<file path="src/design/cache_op_pkg.sv">
// Shared constants and types for the cache-operation capability check
package cache_op_pkg;

  localparam int ADDR_W = 32;
  localparam int CAUSE_W = 5;
  localparam int TYPE_W = 4;
  localparam int APB_AW = 12;
  localparam int EVT_W = 4;

  // Cache-management and prefetch operations from the pipeline
  typedef enum logic [2:0] {
    OP_INVAL,
    OP_ZERO,
    OP_PF_I,
    OP_PF_R,
    OP_PF_W
  } cache_op_e;

  // Request kinds toward the cache hierarchy
  typedef enum logic [2:0] {
    MEM_INVAL,
    MEM_FLUSH,
    MEM_ZERO,
    MEM_PF_I,
    MEM_PF_R,
    MEM_PF_W
  } mem_kind_e;

  localparam logic [1:0] PRIV_U = 2'h0;
  localparam logic [1:0] PRIV_S = 2'h1;

  // Violation codes written to the cause field; values are arbitrary
  localparam logic [CAUSE_W-1:0] CAUSE_NONE = 5'h00;
  localparam logic [CAUSE_W-1:0] CAUSE_TAG = 5'h02;
  localparam logic [CAUSE_W-1:0] CAUSE_SEAL = 5'h03;
  localparam logic [CAUSE_W-1:0] CAUSE_PERM = 5'h11;
  localparam logic [CAUSE_W-1:0] CAUSE_LEN = 5'h01;
  // Data-fault code for the trap value type field; value is arbitrary
  localparam logic [TYPE_W-1:0] FAULT_TYPE_DATA = 4'h1;

  // Register map
  localparam logic [APB_AW-1:0] REG_CTRL = 12'h000;
  localparam logic [APB_AW-1:0] REG_STATUS = 12'h004;
  localparam logic [APB_AW-1:0] REG_MASK = 12'h008;
  localparam logic [APB_AW-1:0] REG_FAULT = 12'h00C;

  // Control fields
  localparam int CTRL_MFLUSH_BIT = 0;
  localparam int CTRL_SFLUSH_BIT = 1;
  localparam int CTRL_PF_EN_BIT = 2;
  localparam int CTRL_W = 3;
  localparam logic [CTRL_W-1:0] CTRL_RESET = 3'h4;

  // Status and mask fields
  localparam int ST_FAULT_BIT = 0;
  localparam int ST_PF_DROP_BIT = 1;
  localparam int ST_BAD_ENC_BIT = 2;
  localparam int ST_DONE_BIT = 3;
  localparam logic [EVT_W-1:0] EVT_RESET = 4'h0;

  // Fault information fields
  localparam int FI_CAUSE_LSB = 0;
  localparam int FI_TYPE_LSB = 8;

  typedef struct packed {
    logic tag;
    logic sealed;
    logic perm_r;
    logic perm_w;
    logic perm_x;
    logic sys_reg_access_perm;
    logic [ADDR_W-1:0] base;
    logic [ADDR_W:0] top;
    logic [ADDR_W-1:0] addr;
  } cap_s;

  typedef struct packed {
    cache_op_e op;
    logic cap_mode;
    logic [1:0] priv;
    cap_s cap_base_operand;
    logic [ADDR_W-1:0] int_addr;
    logic [11:0] imm;
  } req_s;

  typedef struct packed {
    logic valid;
    mem_kind_e kind;
    logic [ADDR_W-1:0] addr;
    logic clr_tag;
  } mem_req_s;

  typedef struct packed {
    logic done;
    logic fault;
    logic [CAUSE_W-1:0] cause;
    logic [TYPE_W-1:0] ftype;
  } resp_s;

endpackage

</file>
<file path="src/design/cache_op_capability_check.sv">
// Capability authorisation and fault logic for cache-block and prefetch operations
`timescale 1ns/1ps

module cache_op_capability_check
  import cache_op_pkg::*;
#(
  parameter int block_bytes = 64,
  parameter int cap_width_bits = 64
) (
  // Clock and reset
  input wire logic clk_i,
  input wire logic rst_b_i,
  // APB register port
  input wire logic [APB_AW-1:0] paddr_i,
  input wire logic psel_i,
  input wire logic penable_i,
  input wire logic pwrite_i,
  input wire logic [31:0] pwdata_i,
  input wire logic [3:0] pstrb_i,
  output logic [31:0] prdata_o,
  output logic pready_o,
  output logic pslverr_o,
  // Pipeline side
  input wire logic req_valid_i,
  input wire req_s req_i,
  input wire cap_s ddc_i,
  output logic req_ready_o,
  output resp_s resp_o,
  // Cache side
  output mem_req_s mem_req_o,
  input wire logic mem_ready_i,
  // Interrupt
  output logic irq_o
);

  localparam int BLK_LSB = $clog2(block_bytes);
  localparam int CHUNK_BYTES = cap_width_bits / 8;
  localparam int CHUNKS = block_bytes / CHUNK_BYTES;
  localparam int CNT_W = $clog2(CHUNKS) + 1;
  localparam logic [CNT_W-1:0] LAST_CHUNK = CNT_W'(CHUNKS - 1);
  localparam logic [ADDR_W:0] BLK_SPAN = (ADDR_W + 1)'(block_bytes);
  localparam logic [ADDR_W-1:0] CHUNK_STEP = ADDR_W'(CHUNK_BYTES);

  typedef enum logic {ST_IDLE, ST_ISSUE} fsm_e;

  fsm_e state;
  fsm_e next_state;
  mem_req_s next_mem;
  resp_s next_resp;
  logic [CNT_W-1:0] chunks_left;
  logic [CNT_W-1:0] next_chunks;

  logic [CTRL_W-1:0] ctrl;
  logic [EVT_W-1:0] status;
  logic [EVT_W-1:0] next_status;
  logic [EVT_W-1:0] mask;
  logic [EVT_W-1:0] events;
  logic [CAUSE_W-1:0] last_cause;
  logic [TYPE_W-1:0] last_type;

  cap_s auth;
  logic [ADDR_W-1:0] base_addr;
  logic [ADDR_W-1:0] eff_addr;
  logic [ADDR_W-1:0] blk_addr;
  logic [ADDR_W:0] blk_start;
  logic [ADDR_W:0] blk_end;
  logic accept;
  logic is_pf;
  logic in_full;
  logic in_any;
  logic perm_ok;
  logic pf_enc_ok;
  logic pf_ok;
  logic inval_flush;
  logic [CAUSE_W-1:0] chk_cause;
  mem_kind_e pf_kind;

  logic apb_access;
  logic wr_fire;
  logic addr_hit;
  logic [31:0] rd_data;
  logic [31:0] wmask;

  assign accept = req_valid_i && req_ready_o;

  // Authority, address and bounds for the request in flight
  always_comb begin
    auth = req_i.cap_mode ? req_i.cap_base_operand : ddc_i;
    base_addr = req_i.cap_mode ? req_i.cap_base_operand.addr : req_i.int_addr;
    is_pf = (req_i.op == OP_PF_I) || (req_i.op == OP_PF_R) || (req_i.op == OP_PF_W);
    eff_addr = is_pf ? base_addr + {{(ADDR_W - 12){req_i.imm[11]}}, req_i.imm}
                     : base_addr;
    blk_addr = {eff_addr[ADDR_W-1:BLK_LSB], {BLK_LSB{1'b0}}};
    blk_start = {1'b0, blk_addr};
    blk_end = blk_start + BLK_SPAN;
    in_full = (blk_start >= {1'b0, auth.base}) && (blk_end <= auth.top);
    in_any = (blk_start < auth.top) && (blk_end > {1'b0, auth.base});
    pf_enc_ok = (req_i.imm[4:0] == 5'h00);
    pf_kind = MEM_PF_R;
    unique case (req_i.op)
      OP_INVAL: perm_ok = auth.perm_w && auth.perm_r && auth.sys_reg_access_perm;
      OP_ZERO: perm_ok = auth.perm_w;
      OP_PF_I: begin
        perm_ok = auth.perm_x;
        pf_kind = MEM_PF_I;
      end
      OP_PF_R: perm_ok = auth.perm_r;
      OP_PF_W: begin
        perm_ok = auth.perm_w;
        pf_kind = MEM_PF_W;
      end
      default: perm_ok = 1'b0;
    endcase
    if (!auth.tag) begin
      chk_cause = CAUSE_TAG;
    end else if (auth.sealed) begin
      chk_cause = CAUSE_SEAL;
    end else if (!perm_ok) begin
      chk_cause = CAUSE_PERM;
    end else if (!in_full) begin
      chk_cause = CAUSE_LEN;
    end else begin
      chk_cause = CAUSE_NONE;
    end
    pf_ok = auth.tag && !auth.sealed && perm_ok && in_any;
    inval_flush = ((req_i.priv == PRIV_S) && ctrl[CTRL_MFLUSH_BIT])
               || ((req_i.priv == PRIV_U)
                   && (ctrl[CTRL_MFLUSH_BIT] || ctrl[CTRL_SFLUSH_BIT]));
  end

  // Sequencing of checks and cache requests
  always_comb begin
    next_state = state;
    next_mem = mem_req_o;
    next_resp = '0;
    next_chunks = chunks_left;
    events = '0;
    unique case (state)
      ST_IDLE: begin
        if (accept) begin
          if (is_pf) begin
            if (!pf_enc_ok) begin
              next_resp.done = 1'b1;
              events[ST_BAD_ENC_BIT] = 1'b1;
            end else if (!pf_ok || !ctrl[CTRL_PF_EN_BIT]) begin
              next_resp.done = 1'b1;
              events[ST_PF_DROP_BIT] = 1'b1;
            end else begin
              next_mem = '{valid: 1'b1, kind: pf_kind, addr: blk_addr, clr_tag: 1'b0};
              next_chunks = '0;
              next_state = ST_ISSUE;
            end
          end else if (chk_cause != CAUSE_NONE) begin
            next_resp.done = 1'b1;
            next_resp.fault = 1'b1;
            next_resp.cause = chk_cause;
            next_resp.ftype = FAULT_TYPE_DATA;
            events[ST_FAULT_BIT] = 1'b1;
          end else if (req_i.op == OP_ZERO) begin
            next_mem = '{valid: 1'b1, kind: MEM_ZERO, addr: blk_addr, clr_tag: 1'b1};
            next_chunks = LAST_CHUNK;
            next_state = ST_ISSUE;
          end else begin
            next_mem.valid = 1'b1;
            next_mem.kind = inval_flush ? MEM_FLUSH : MEM_INVAL;
            next_mem.addr = blk_addr;
            next_mem.clr_tag = 1'b0;
            next_chunks = '0;
            next_state = ST_ISSUE;
          end
        end
      end
      ST_ISSUE: begin
        if (mem_ready_i) begin
          if (chunks_left != '0) begin
            next_mem.addr = mem_req_o.addr + CHUNK_STEP;
            next_chunks = chunks_left - 1'b1;
          end else begin
            next_mem.valid = 1'b0;
            next_resp.done = 1'b1;
            events[ST_DONE_BIT] = 1'b1;
            next_state = ST_IDLE;
          end
        end
      end
    endcase
  end

  always_ff @(posedge clk_i or negedge rst_b_i) begin
    if (!rst_b_i) begin
      state <= ST_IDLE;
      req_ready_o <= 1'b1;
      chunks_left <= '0;
    end else begin
      state <= next_state;
      req_ready_o <= (next_state == ST_IDLE);
      chunks_left <= next_chunks;
    end
  end

  // Request is held until the cache takes it
  always_ff @(posedge clk_i or negedge rst_b_i) begin
    if (!rst_b_i) begin
      mem_req_o <= '{valid: 1'b0, kind: MEM_INVAL, addr: '0, clr_tag: 1'b0};
    end else begin
      mem_req_o <= next_mem;
    end
  end

  always_ff @(posedge clk_i or negedge rst_b_i) begin
    if (!rst_b_i) begin
      resp_o <= '0;
    end else begin
      resp_o <= next_resp;
    end
  end

  always_ff @(posedge clk_i or negedge rst_b_i) begin
    if (!rst_b_i) begin
      last_cause <= CAUSE_NONE;
      last_type <= '0;
    end else if (events[ST_FAULT_BIT]) begin
      last_cause <= next_resp.cause;
      last_type <= next_resp.ftype;
    end
  end

  // APB slave with one wait state, so read data comes from a flop
  always_comb begin
    apb_access = psel_i && penable_i && !pready_o;
    wr_fire = psel_i && penable_i && pready_o && pwrite_i;
    wmask = {{8{pstrb_i[3]}}, {8{pstrb_i[2]}}, {8{pstrb_i[1]}}, {8{pstrb_i[0]}}};
    addr_hit = 1'b1;
    rd_data = '0;
    unique case (paddr_i)
      REG_CTRL: rd_data[CTRL_W-1:0] = ctrl;
      REG_STATUS: rd_data[EVT_W-1:0] = status;
      REG_MASK: rd_data[EVT_W-1:0] = mask;
      REG_FAULT: begin
        rd_data[FI_CAUSE_LSB +: CAUSE_W] = last_cause;
        rd_data[FI_TYPE_LSB +: TYPE_W] = last_type;
      end
      default: addr_hit = 1'b0;
    endcase
  end

  always_ff @(posedge clk_i or negedge rst_b_i) begin
    if (!rst_b_i) begin
      pready_o <= 1'b0;
      prdata_o <= '0;
      pslverr_o <= 1'b0;
    end else begin
      pready_o <= apb_access;
      prdata_o <= (apb_access && !pwrite_i) ? rd_data : 32'h0000_0000;
      pslverr_o <= apb_access && !addr_hit;
    end
  end

  always_ff @(posedge clk_i or negedge rst_b_i) begin
    if (!rst_b_i) begin
      ctrl <= CTRL_RESET;
      mask <= EVT_RESET;
    end else if (wr_fire) begin
      if (paddr_i == REG_CTRL) begin
        ctrl <= (ctrl & ~wmask[CTRL_W-1:0]) | (pwdata_i[CTRL_W-1:0] & wmask[CTRL_W-1:0]);
      end
      if (paddr_i == REG_MASK) begin
        mask <= (mask & ~wmask[EVT_W-1:0]) | (pwdata_i[EVT_W-1:0] & wmask[EVT_W-1:0]);
      end
    end
  end

  // Write-one-to-clear; a new event in the clearing cycle survives
  always_comb begin
    next_status = status;
    if (wr_fire && (paddr_i == REG_STATUS)) begin
      next_status = status & ~(pwdata_i[EVT_W-1:0] & wmask[EVT_W-1:0]);
    end
    next_status = next_status | events;
  end

  always_ff @(posedge clk_i or negedge rst_b_i) begin
    if (!rst_b_i) begin
      status <= EVT_RESET;
      irq_o <= 1'b0;
    end else begin
      status <= next_status;
      irq_o <= |(next_status & mask);
    end
  end

endmodule

</file>
<file path="config.mk">
export PLATFORM = sky130hd
export DESIGN_NAME = cache_op_capability_check
export DESIGN_NICKNAME = d
export VERILOG_FILES = /design/src/design/cache_op_pkg.sv /design/src/design/cache_op_capability_check.sv
export SDC_FILE = /design/constraint.sdc
export NUM_CORES = 1
export LEC_CHECK = 0
export CAP_MARGIN = 20
export CORE_MARGIN = 2
export CORE_UTILIZATION = 35
export DETAILED_ROUTE_END_ITERATION = 10
export DONT_BUFFER_PORTS = 1
export GPL_ROUTABILITY_DRIVEN = 0
export MAX_ROUTING_LAYER = met4
export PLACE_DENSITY_LB_ADDON = 0.1
export SLEW_MARGIN = 20
export SYNTH_ARGS = -nofsm -noshare
export SYNTH_HDL_FRONTEND = slang
export SYNTH_SLANG_ARGS = --single-unit
</file>
<file path="constraint.sdc">
create_clock -name clk_i -period 3 [get_ports clk_i]
set_clock_uncertainty 0.2 [all_clocks]
set_input_delay 0.15 -clock clk_i [delete_from_list [all_inputs] [get_ports clk_i]]
set_output_delay 0.15 -clock clk_i [all_outputs]
set_load 0.02 [all_outputs]
</file>
-- Word-level counts from Yosys, hierarchy flattened
Index checks and enable logic that the tools add are counted.
- add/sub/neg operators: 4
- $mul: 0
- div/mod/pow operators: 0
- order comparisons: 4
- eq/ne operators: 18
- shift-type cells: 0
- multiplexer cells: 64
- bitwise gates (word level): 14
- reduce and logical (&&, ||, !) cells: 42
- operator list (operator ; count):
    $mux 37 ; 5
    $mux 32 ; 4
    $mux 103 ; 1
    $pmux 32 s2 ; 1
    $mux 4 ; 9
    $mux 35 ; 1
    $add 32x7->33 const B ; 1
    $gt 33x32->1 ; 1
    $le 33x33->1 ; 1
    $lt 32x33->1 ; 1
    $add 32x32->32 ; 1
    $add 32x4->32 const B ; 1
    $ge 32x32->1 ; 1
    $eq 12x4->1 const B ; 2
    $mux 1 ; 23
    $mux 11 ; 2
    $mux 10 ; 2
    $logic_and 1x1->1 ; 17
    $and 4x4->4 ; 4
    $mux 5 ; 3
    $eq 12x3->1 const B ; 1
    $logic_not 12->1 ; 1
    $mux 12 ; 1
    $pmux 3 s4 ; 1
    33 further kinds ; 61
- register bits after elaboration: 89
- bits in latches: 0
- bits in writable memories: 0
- memory bits (read-only): 0
- memories kept: 0

-- Longest topological paths before layout
Gate-level depths: netlist of the first run.
- depth after elaboration: 19
- gate-level depth with buffers: 32
- mapped depth without buffers: 25

-- Least setup slack after synthesis of the first run
Ideal clock, no wire load.
- kind: input port to flip-flop
- start: in req_i[149] (netlist name)
- end: reg mem_req_o[21] (netlist name)
- library setup time: 126 ps
- arrival: 6849 ps
- required time: 2674 ps
- setup slack: -4175 ps
- stages: 32
- path buffers: 8
- path through: buf_6 buf_4 buf_4 buf_2 buf_2 buf_1 mux2_2 ha_1 a21oi_1 o21ai_1 a21boi_2 xor2_1 a21oi_1 ha_1 nand4_1 nor3_4 and4_1 nand3_1 xnor2_1 ha_1 nand4_1 nor3_1 nand2_1 nor4_1 a211oi_1 nor4_1 o21a_1 nand3_1 o21a_1 buf_6 buf_6 a221o_1
- word-level cells in the longest chain between the ends: 13
- elaborated cells between the ends (all ways): 35
- classes of those cells: 2 x add/sub; 4 x order compare; 2 x eq/ne; 15 x mux; 12 x reduce/logical
- RTL lines (item ; line ; text):
    start: declaration ; cache_op_capability_check.sv:25 ; input wire req_s req_i,
    $mux 32 ; cache_op_capability_check.sv:89 ; base_addr = req_i.cap_mode ? req_i.cap_base_operand.addr : req_i.int_addr;
    $add 32x32->32 ; cache_op_capability_check.sv:91 ; eff_addr = is_pf ? base_addr + {{(ADDR_W - 12){req_i.imm[11]}}, req_i.imm}
    $mux 32 ; cache_op_capability_check.sv:91 ;
    $add 32x7->33 ; cache_op_capability_check.sv:95 ; blk_end = blk_start + BLK_SPAN;
    $le 33x33->1 ; cache_op_capability_check.sv:96 ; in_full = (blk_start >= {1'b0, auth.base}) && (blk_end <= auth.top);
    $logic_and 1x1->1 ; cache_op_capability_check.sv:96 ;
    $mux 1 ; cache_op_capability_check.sv:120 ; end else if (!in_full) begin
    $mux 5 ; cache_op_capability_check.sv:118 ; end else if (!perm_ok) begin
    $mux 5 ; cache_op_capability_check.sv:116 ; end else if (auth.sealed) begin
    $mux 5 ; cache_op_capability_check.sv:114 ; if (!auth.tag) begin
    $reduce_bool 5->1 ; cache_op_capability_check.sv:153 ; end else if (chk_cause != CAUSE_NONE) begin
    $ne 3x3->1 (no source line) ; n/a ;
    $reduce_and 6->1 (no source line) ; n/a ;
    end signal: assignment ; cache_op_capability_check.sv:204 ; mem_req_o <= '{valid: 1'b0, kind: MEM_INVAL, addr: '0, clr_tag: 1'b0};
    end signal: assignment ; cache_op_capability_check.sv:206 ; mem_req_o <= next_mem;
    end: declaration ; cache_op_capability_check.sv:30 ; output mem_req_s mem_req_o,
Parallel ways exist; a longest one is shown, timed or not. The select of a mux whose other input is x is not followed.
A chain may end at the register's enable or synchronous reset.

-- Worst setup path in the final report of the first run
- start: in req_i[149] (netlist name)
- end: reg mem_req_o[31] (netlist name)
The elaborated chain is that of the path after synthesis.

==> impl_metrics.json, run 1 <==
{
  "status": "finished with violations",
  "violations": "negative setup slack",
  "fin_crit_sh_pct": 191,
  "postSynthAreaPerCell_um2": 8.16,
  "portBuffers": 0,
  "tightest_slew_ns": 0.754,
  "htreeDepth": 3,
  "synth_cell_types": 95,
  "synth_edf_count": 0,
  "async_reset_ff_share_pct": 100,
  "synth_top_area_cell": "ha_1",
  "rows": 63,
  "grt_pass1_wl_um": 65300,
  "setup_viol": 50,
  "cts.clk_slew.worst_paths_ns": 0.07,
  "path_class": "input pin to flip-flop",
  "drc_errors": 0,
  "p_total_mw": 7.29,
  "cts_buffer_depth": 2,
  "syn_area_um2": 10500,
  "overflow": 0,
  "grt_usage_pct": 27.6,
  "vias": 11800,
  "drv_cap": 0,
  "path_max_fanout": 98,
  "yosysWarnings": 0,
  "grt_pass1_vias": 11600,
  "ys_dominant_reg_cell": "dfrtp_1",
  "fin_crit_ns": 5.73,
  "peakVddDrop_uv": 265,
  "synth_adder_area_share_pct": 16.5,
  "leakage_nw": 7.06,
  "drt_wl_total_um": 43400,
  "synthTopCellsByCount": "ha_1, nand2_1, a21oi_1",
  "crit_required_ns": 3.02,
  "fmax_ghz": 0.175,
  "cts-buffers-inserted": 9,
  "cpPeakStageDelay_ns": 0.36,
  "rsz0062_at_grt": "true",
  "detailedPlacementHpwl_um": 35900,
  "arrival_ns": 5.74,
  "synth_top_area_share_pct": 16.5,
  "synth-simple-area-share_pct": 22.5,
  "ios": 395,
  "synth_compound_area_share_pct": 23.5,
  "grt_max_degree": 99,
  "setup_tns_ns": -127.28,
  "die_y_um": 177,
  "hold_slack_ns": 0.0158,
  "clock_latency_ns": 0.34,
  "crit_path_frequent_cell": "buf_6",
  "hold_path_class": "input pin to flip-flop",
  "cts_tree": "built",
  "dp.cells": 2003,
  "synthCells": 1288,
  "ant_nets": 0,
  "drtIter0Drc": 599,
  "ys_ff_latch": 69,
  "yosysMostFrequentCell": "ha_1",
  "synth_top_family_by_area": "compound AO/OA/AOI/OAI gates",
  "syn_to_final_growth_pct": 48.8,
  "antenna_found_initial": 3,
  "drv_slew": 0,
  "final_cells": 2109,
  "fill_cells": 2852,
  "endpoint_kind": "flip-flop",
  "placed_cell_area_um2": 13700,
  "synthMuxAreaShare_pct": 12.1,
  "synth_xor_area_share_pct": 2.99,
  "die_w_um": 177,
  "critPathBufInv": 7,
  "cp_slowest_cell": "a211oi_4",
  "hold_viol": 0,
  "powerDensity_nw_per_um2": 466,
  "via_per_inst": 5.59,
  "wl_per_cell_um": 20.6,
  "design_area_um2": 15600,
  "crit_family": "simple AND/OR/NAND/NOR gates",
  "clock-sinks": 69,
  "fin_nets": 2161,
  "critPathLaunchType": "input pin",
  "start_util_pct": 35.5,
  "root_buffer": "clkbuf_16",
  "slew_headroom_pct": 49.2,
  "core-area_um2": 29600,
  "die_area_um2": 31400,
  "setup_ws_ns": -2.73,
  "dr.pass1.iters": 5,
  "synthTopCellsByArea": "ha_1, dfrtp_1, mux2i_1",
  "ys_seq_area_share_pct": 16.5,
  "drive_above_1_share_pct": 39.0
}
==> through the flow <==
stage | util [%] | worst slack [ns]
4_1_cts | 51.1 | -2.62
5_1_grt | 52.8 | -2.92
3_5_place_dp | 46.2 | -3.22
6_report | 52.8 | -2.73
3_3_place_gp | 46.2 | -3.12
2_1_floorplan | - | -3.21
==> routing by layer <==
layer	global-route usage, %	routed length (um)	vias to the layer above
li1	-	-	5774
met1	34.7	18900	5539
met2	47.6	21100	417
met3	3.11	2490	57
met4	6.42	914	0
met5	-	0	-
==> final cells by class <==
type,count,area [um^2],area share (%)
Clock inverter,7,80.1,0.512
Antenna cell,3,7.51,0.0480
Clock buffer,9,225,1.44
Tap cell,390,488,3.12
Multi-Input combinational cell,1138,9280,59.3
Sequential cell,69,1730,11.1
Inverter,27,101,0.648
Timing Repair Buffer,466,3730,23.8
==> worst min-delay path, delay by kind of cell <==
kind	cells	cell delay (ns)
AND/OR/NAND/NOR	4	0.23
buffers and inverters	1	0.14
==> cell usage in the layout (no fill, tap or decap), types with 13 or more instances in the layout <==
cell           synthesis  layout
a21o_1                18      18
a21oi_1               80      64
a21oi_2                2      13
a221o_1               19      19
and3_1                20      18
buf_4                 39     414
buf_6                  4      24
conb_1                 1      34
dfrtp_1               67      67
dlygate4sd3_1          0      22
ha_1                 139     121
ha_4                   0      17
inv_1                 26      25
mux2_2                43      30
mux2_4                 0      13
mux2i_1               71      66
nand2_1              132     124
nand3_1               56      50
nand4_1               45      45
nor2_1                77      67
nor3_1                31      25
nor4_1                23      17
o211ai_1              28      28
o21a_1                25      23
o21ai_0               58      40
o21ai_1                6      14
o31ai_1               16      13
xnor2_1               21      16
==> power breakdown <==
group	switching (mW)	internal [mW]	total, mW
Clock	0.446	0.655	1.10
Sequential	0.456	1.19	1.65
Combinational	2.36	2.19	4.55
==> logic make-up (layout without fill, tap and decap cells) <==
family                   count (synthesis)  after routing
AND/OR/NAND/NOR                        460            460
AO/OA/AOI/OAI                          352            352
adder cells (fa/ha/maj)                139            139
multiplexers                           118            118
buffers and inverters                  114            509
flip-flops                              69             69
XOR/XNOR                                35             35
other                                    1             37
==> state kept, by name (all words and copies together) (netlist names) <==
signal and flops:
ctrl 3, pready_o 1, mask 4, req_ready_o 1, last_cause 3, status 4
prdata_o 6, pslverr_o 1, chunks_left 4, irq_o 1, mem_req_o 34, state 1
last_type 1, resp_o 5
==> path summary, 6_finish.rpt <==
| check | from | to | slack [ns] | cells after the start |
|---|---|---|---|---|
| max in group asynchronous | rst_b_i | req_ready_o | 2.13 | 2 |
| min in group asynchronous | rst_b_i | pready_o | 0.15 | 2 |
| worst min-delay path | paddr_i[3] | status[3] | 0.02 | 5 |
| worst max-delay path | req_i[149] | mem_req_o[31] | -2.73 | 29 |
| worst min register to register | last_type[0] | last_type[0] | 0.27 | 1 |
| worst max register to register | ctrl[2] | mem_req_o[35] | 0.09 | 11 |
==> timing repair <==
item                                    CTS  global route
gates cloned                              0             1
hold buffers                             23             0
hold endpoints to repair                 95             0
pin swaps                                72            62
endpoints found under the setup margin   50            50
buffers inserted                         47            23
resized for setup                       113            72
Note: power is estimated with default switching activity, not from simulation.
==> run 2: changes to the inputs <==
REMOVE_ABC_BUFFERS = 1   (was unset)
==> impl_metrics.json, run 2 (synthesis results as in run 1) <==
{
  "peakVddDrop_uv": 298,
  "rows": 63,
  "cts-buffers-inserted": 9,
  "slew_headroom_pct": 50.6,
  "final_common_cell": "buf_4",
  "wl_per_cell_um": 19.9,
  "die_area_um2": 31400,
  "tightest_slew_ns": 0.738,
  "drive_above_1_share_pct": 36.6,
  "cts.clk_slew.worst_paths_ns": 0.06,
  "p_total_mw": 7.22,
  "hold-path-cell-count": 4,
  "path_max_fanout": 98,
  "endpoint_kind": "flip-flop",
  "clock-sinks": 69,
  "dp.cells": 2016,
  "setup_ws_ns": -2.82,
  "met2_length_um": 19700,
  "rsz0062_at_grt": "true",
  "portBuffers": 0,
  "arrival_ns": 5.84,
  "fin_nets": 2147,
  "top_regs": "mem_req_o (34), prdata_o (6), resp_o (5)",
  "critPathLaunchType": "input pin",
  "wl_met3_um": 2200,
  "detailedPlacementHpwl_um": 34300,
  "start_util_pct": 35.5,
  "overflow": 0,
  "grt_pass1_vias": 11300,
  "rr_startpoint": "req_ready_o",
  "met1Wirelength_um": 19000,
  "p_comb_share_pct": 61.8,
  "hold_path_class": "input pin to flip-flop",
  "cts_buffer_depth": 2,
  "leakage_nw": 6.93,
  "drtIter0Drc": 642,
  "final_cells": 2092,
  "cts_tree": "built",
  "crit_required_ns": 3.02,
  "largest_register": "mem_req_o",
  "syn_to_final_growth_pct": 44.8,
  "root_buffer": "clkbuf_16",
  "utilization_pct": 51.4,
  "grt_max_degree": 99,
  "diodes": 0,
  "violations": "negative setup slack",
  "cp_slowest_cell": "mux2_2",
  "drv_cap": 0,
  "grt_usage_pct": 26.4,
  "drt_wl_total_um": 41700,
  "via_per_inst": 5.64,
  "final_cell_mix": "buf_4, nand2_1, ha_1, a21oi_1",
  "pwr-share-seq_pct": 22.5,
  "path_class": "input pin to flip-flop",
  "p_switching_mw": 3.22,
  "fin_crit_ns": 5.82,
  "die_y_um": 177,
  "r2r_cells": 9,
  "ant_nets": 0,
  "vias": 11800,
  "hold_viol": 0,
  "hold_start": "paddr_i[11]",
  "r2r_end": "mem_req_o[0]",
  "fin_crit_sh_pct": 194,
  "setup_viol": 50,
  "drv_slew": 0,
  "antenna_found_initial": 1,
  "fill_cells": 2859,
  "placed_cell_area_um2": 13500,
  "dr.pass1.iters": 5,
  "pwr-share-clk_pct": 15.7,
  "die_w_um": 177,
  "cpPeakStageDelay_ns": 0.34,
  "core-area_um2": 29600,
  "powerDensity_nw_per_um2": 474,
  "hold_slack_ns": 0.0162,
  "largest_reg_flops": 34,
  "crit_path_frequent_cell": "buf_4",
  "pre_cts_slack_ns": -3.60,
  "r2r_slack_ns": 0.13,
  "top_layer": "met4",
  "grt_pass1_wl_um": 62700,
  "setup_tns_ns": -133.43,
  "holdPathEnd": "prdata_o[3]",
  "status": "finished with violations",
  "internal_power_mw": 4.00,
  "ios": 395,
  "clock_latency_ns": 0.34,
  "htreeDepth": 3,
  "drc_errors": 0,
  "design_area_um2": 15200,
  "fmax_ghz": 0.172,
  "netSwitchingFraction_pct": 44.6
}
## run 2: cell types whose count changed in the layout (fill, tap and decap cells not counted), moves of 4 or more
cell,delta
buf_4,-10
ha_4,-5
mux2i_1,+4
a21oi_2,-6
o21ai_0,+7
o21ai_1,-4
ha_1,+4
mux2_4,-5
a21oi_1,+8
mux2_2,+5
mux2i_2,-4
## run 2: worst max path at each step
| stage | from | cells past startpoint | end |
|---|---|---|---|
| global placement | req_i[149] | 27 | mem_req_o[34] |
| global route | req_i[149] | 30 | mem_req_o[0] |
| CTS | req_i[149] | 30 | chunks_left[0] |
| detailed placement | req_i[149] | 28 | mem_req_o[17] |
| finish | req_i[149] | 29 | mem_req_o[0] |
| floorplan | req_i[149] | 23 | chunks_left[1] |
## run 2: power by group through the flow
stage	Combinational, mW	Clock, mW	Sequential (mW)
after global placement	3.94	0	1.63
final	4.46	1.13	1.63
after CTS	4.25	1.16	1.62
after floorplan	1.99	0	1.76
after global routing	4.85	1.20	1.67
after detailed placement	3.98	0	1.64
## run 2: cell type report
cell class                 count  area, um^2  share of cell area [%]
clock inverter                 7        88.8                   0.583
inverter                      27         101                   0.666
tap                          390         488                    3.21
sequential                    69        1730                    11.4
timing repair buffer         452        3580                    23.5
multi-input combinational   1138        9010                    59.2
clock buffer                   9         225                    1.48
## run 2: repair_timing
action,4_1_cts,5_1_grt
gates resized for setup,97,74
hold buffers,21,0
hold endpoints to repair,97,0
buffers inserted,26,17
endpoints found under the setup margin,50,50
gates cloned,1,0
pin swaps,55,54
## run 2: critical path: cells and delay by family
kind                       cells  cell delay [ns]
AOI/OAI and AO/OA              9             1.78
adders and majority gates      2             0.61
buffers and inverters          7             1.10
muxes                          2             0.63
and+or+nand+nor                9             1.57
## run 2: layer usage
metal | up-vias | GRT usage [%]
met5 | - | -
met4 | 0 | 5.87
met3 | 41 | 1.99
met2 | 411 | 43.8
met1 | 5614 | 35.2
li1 | 5739 | -
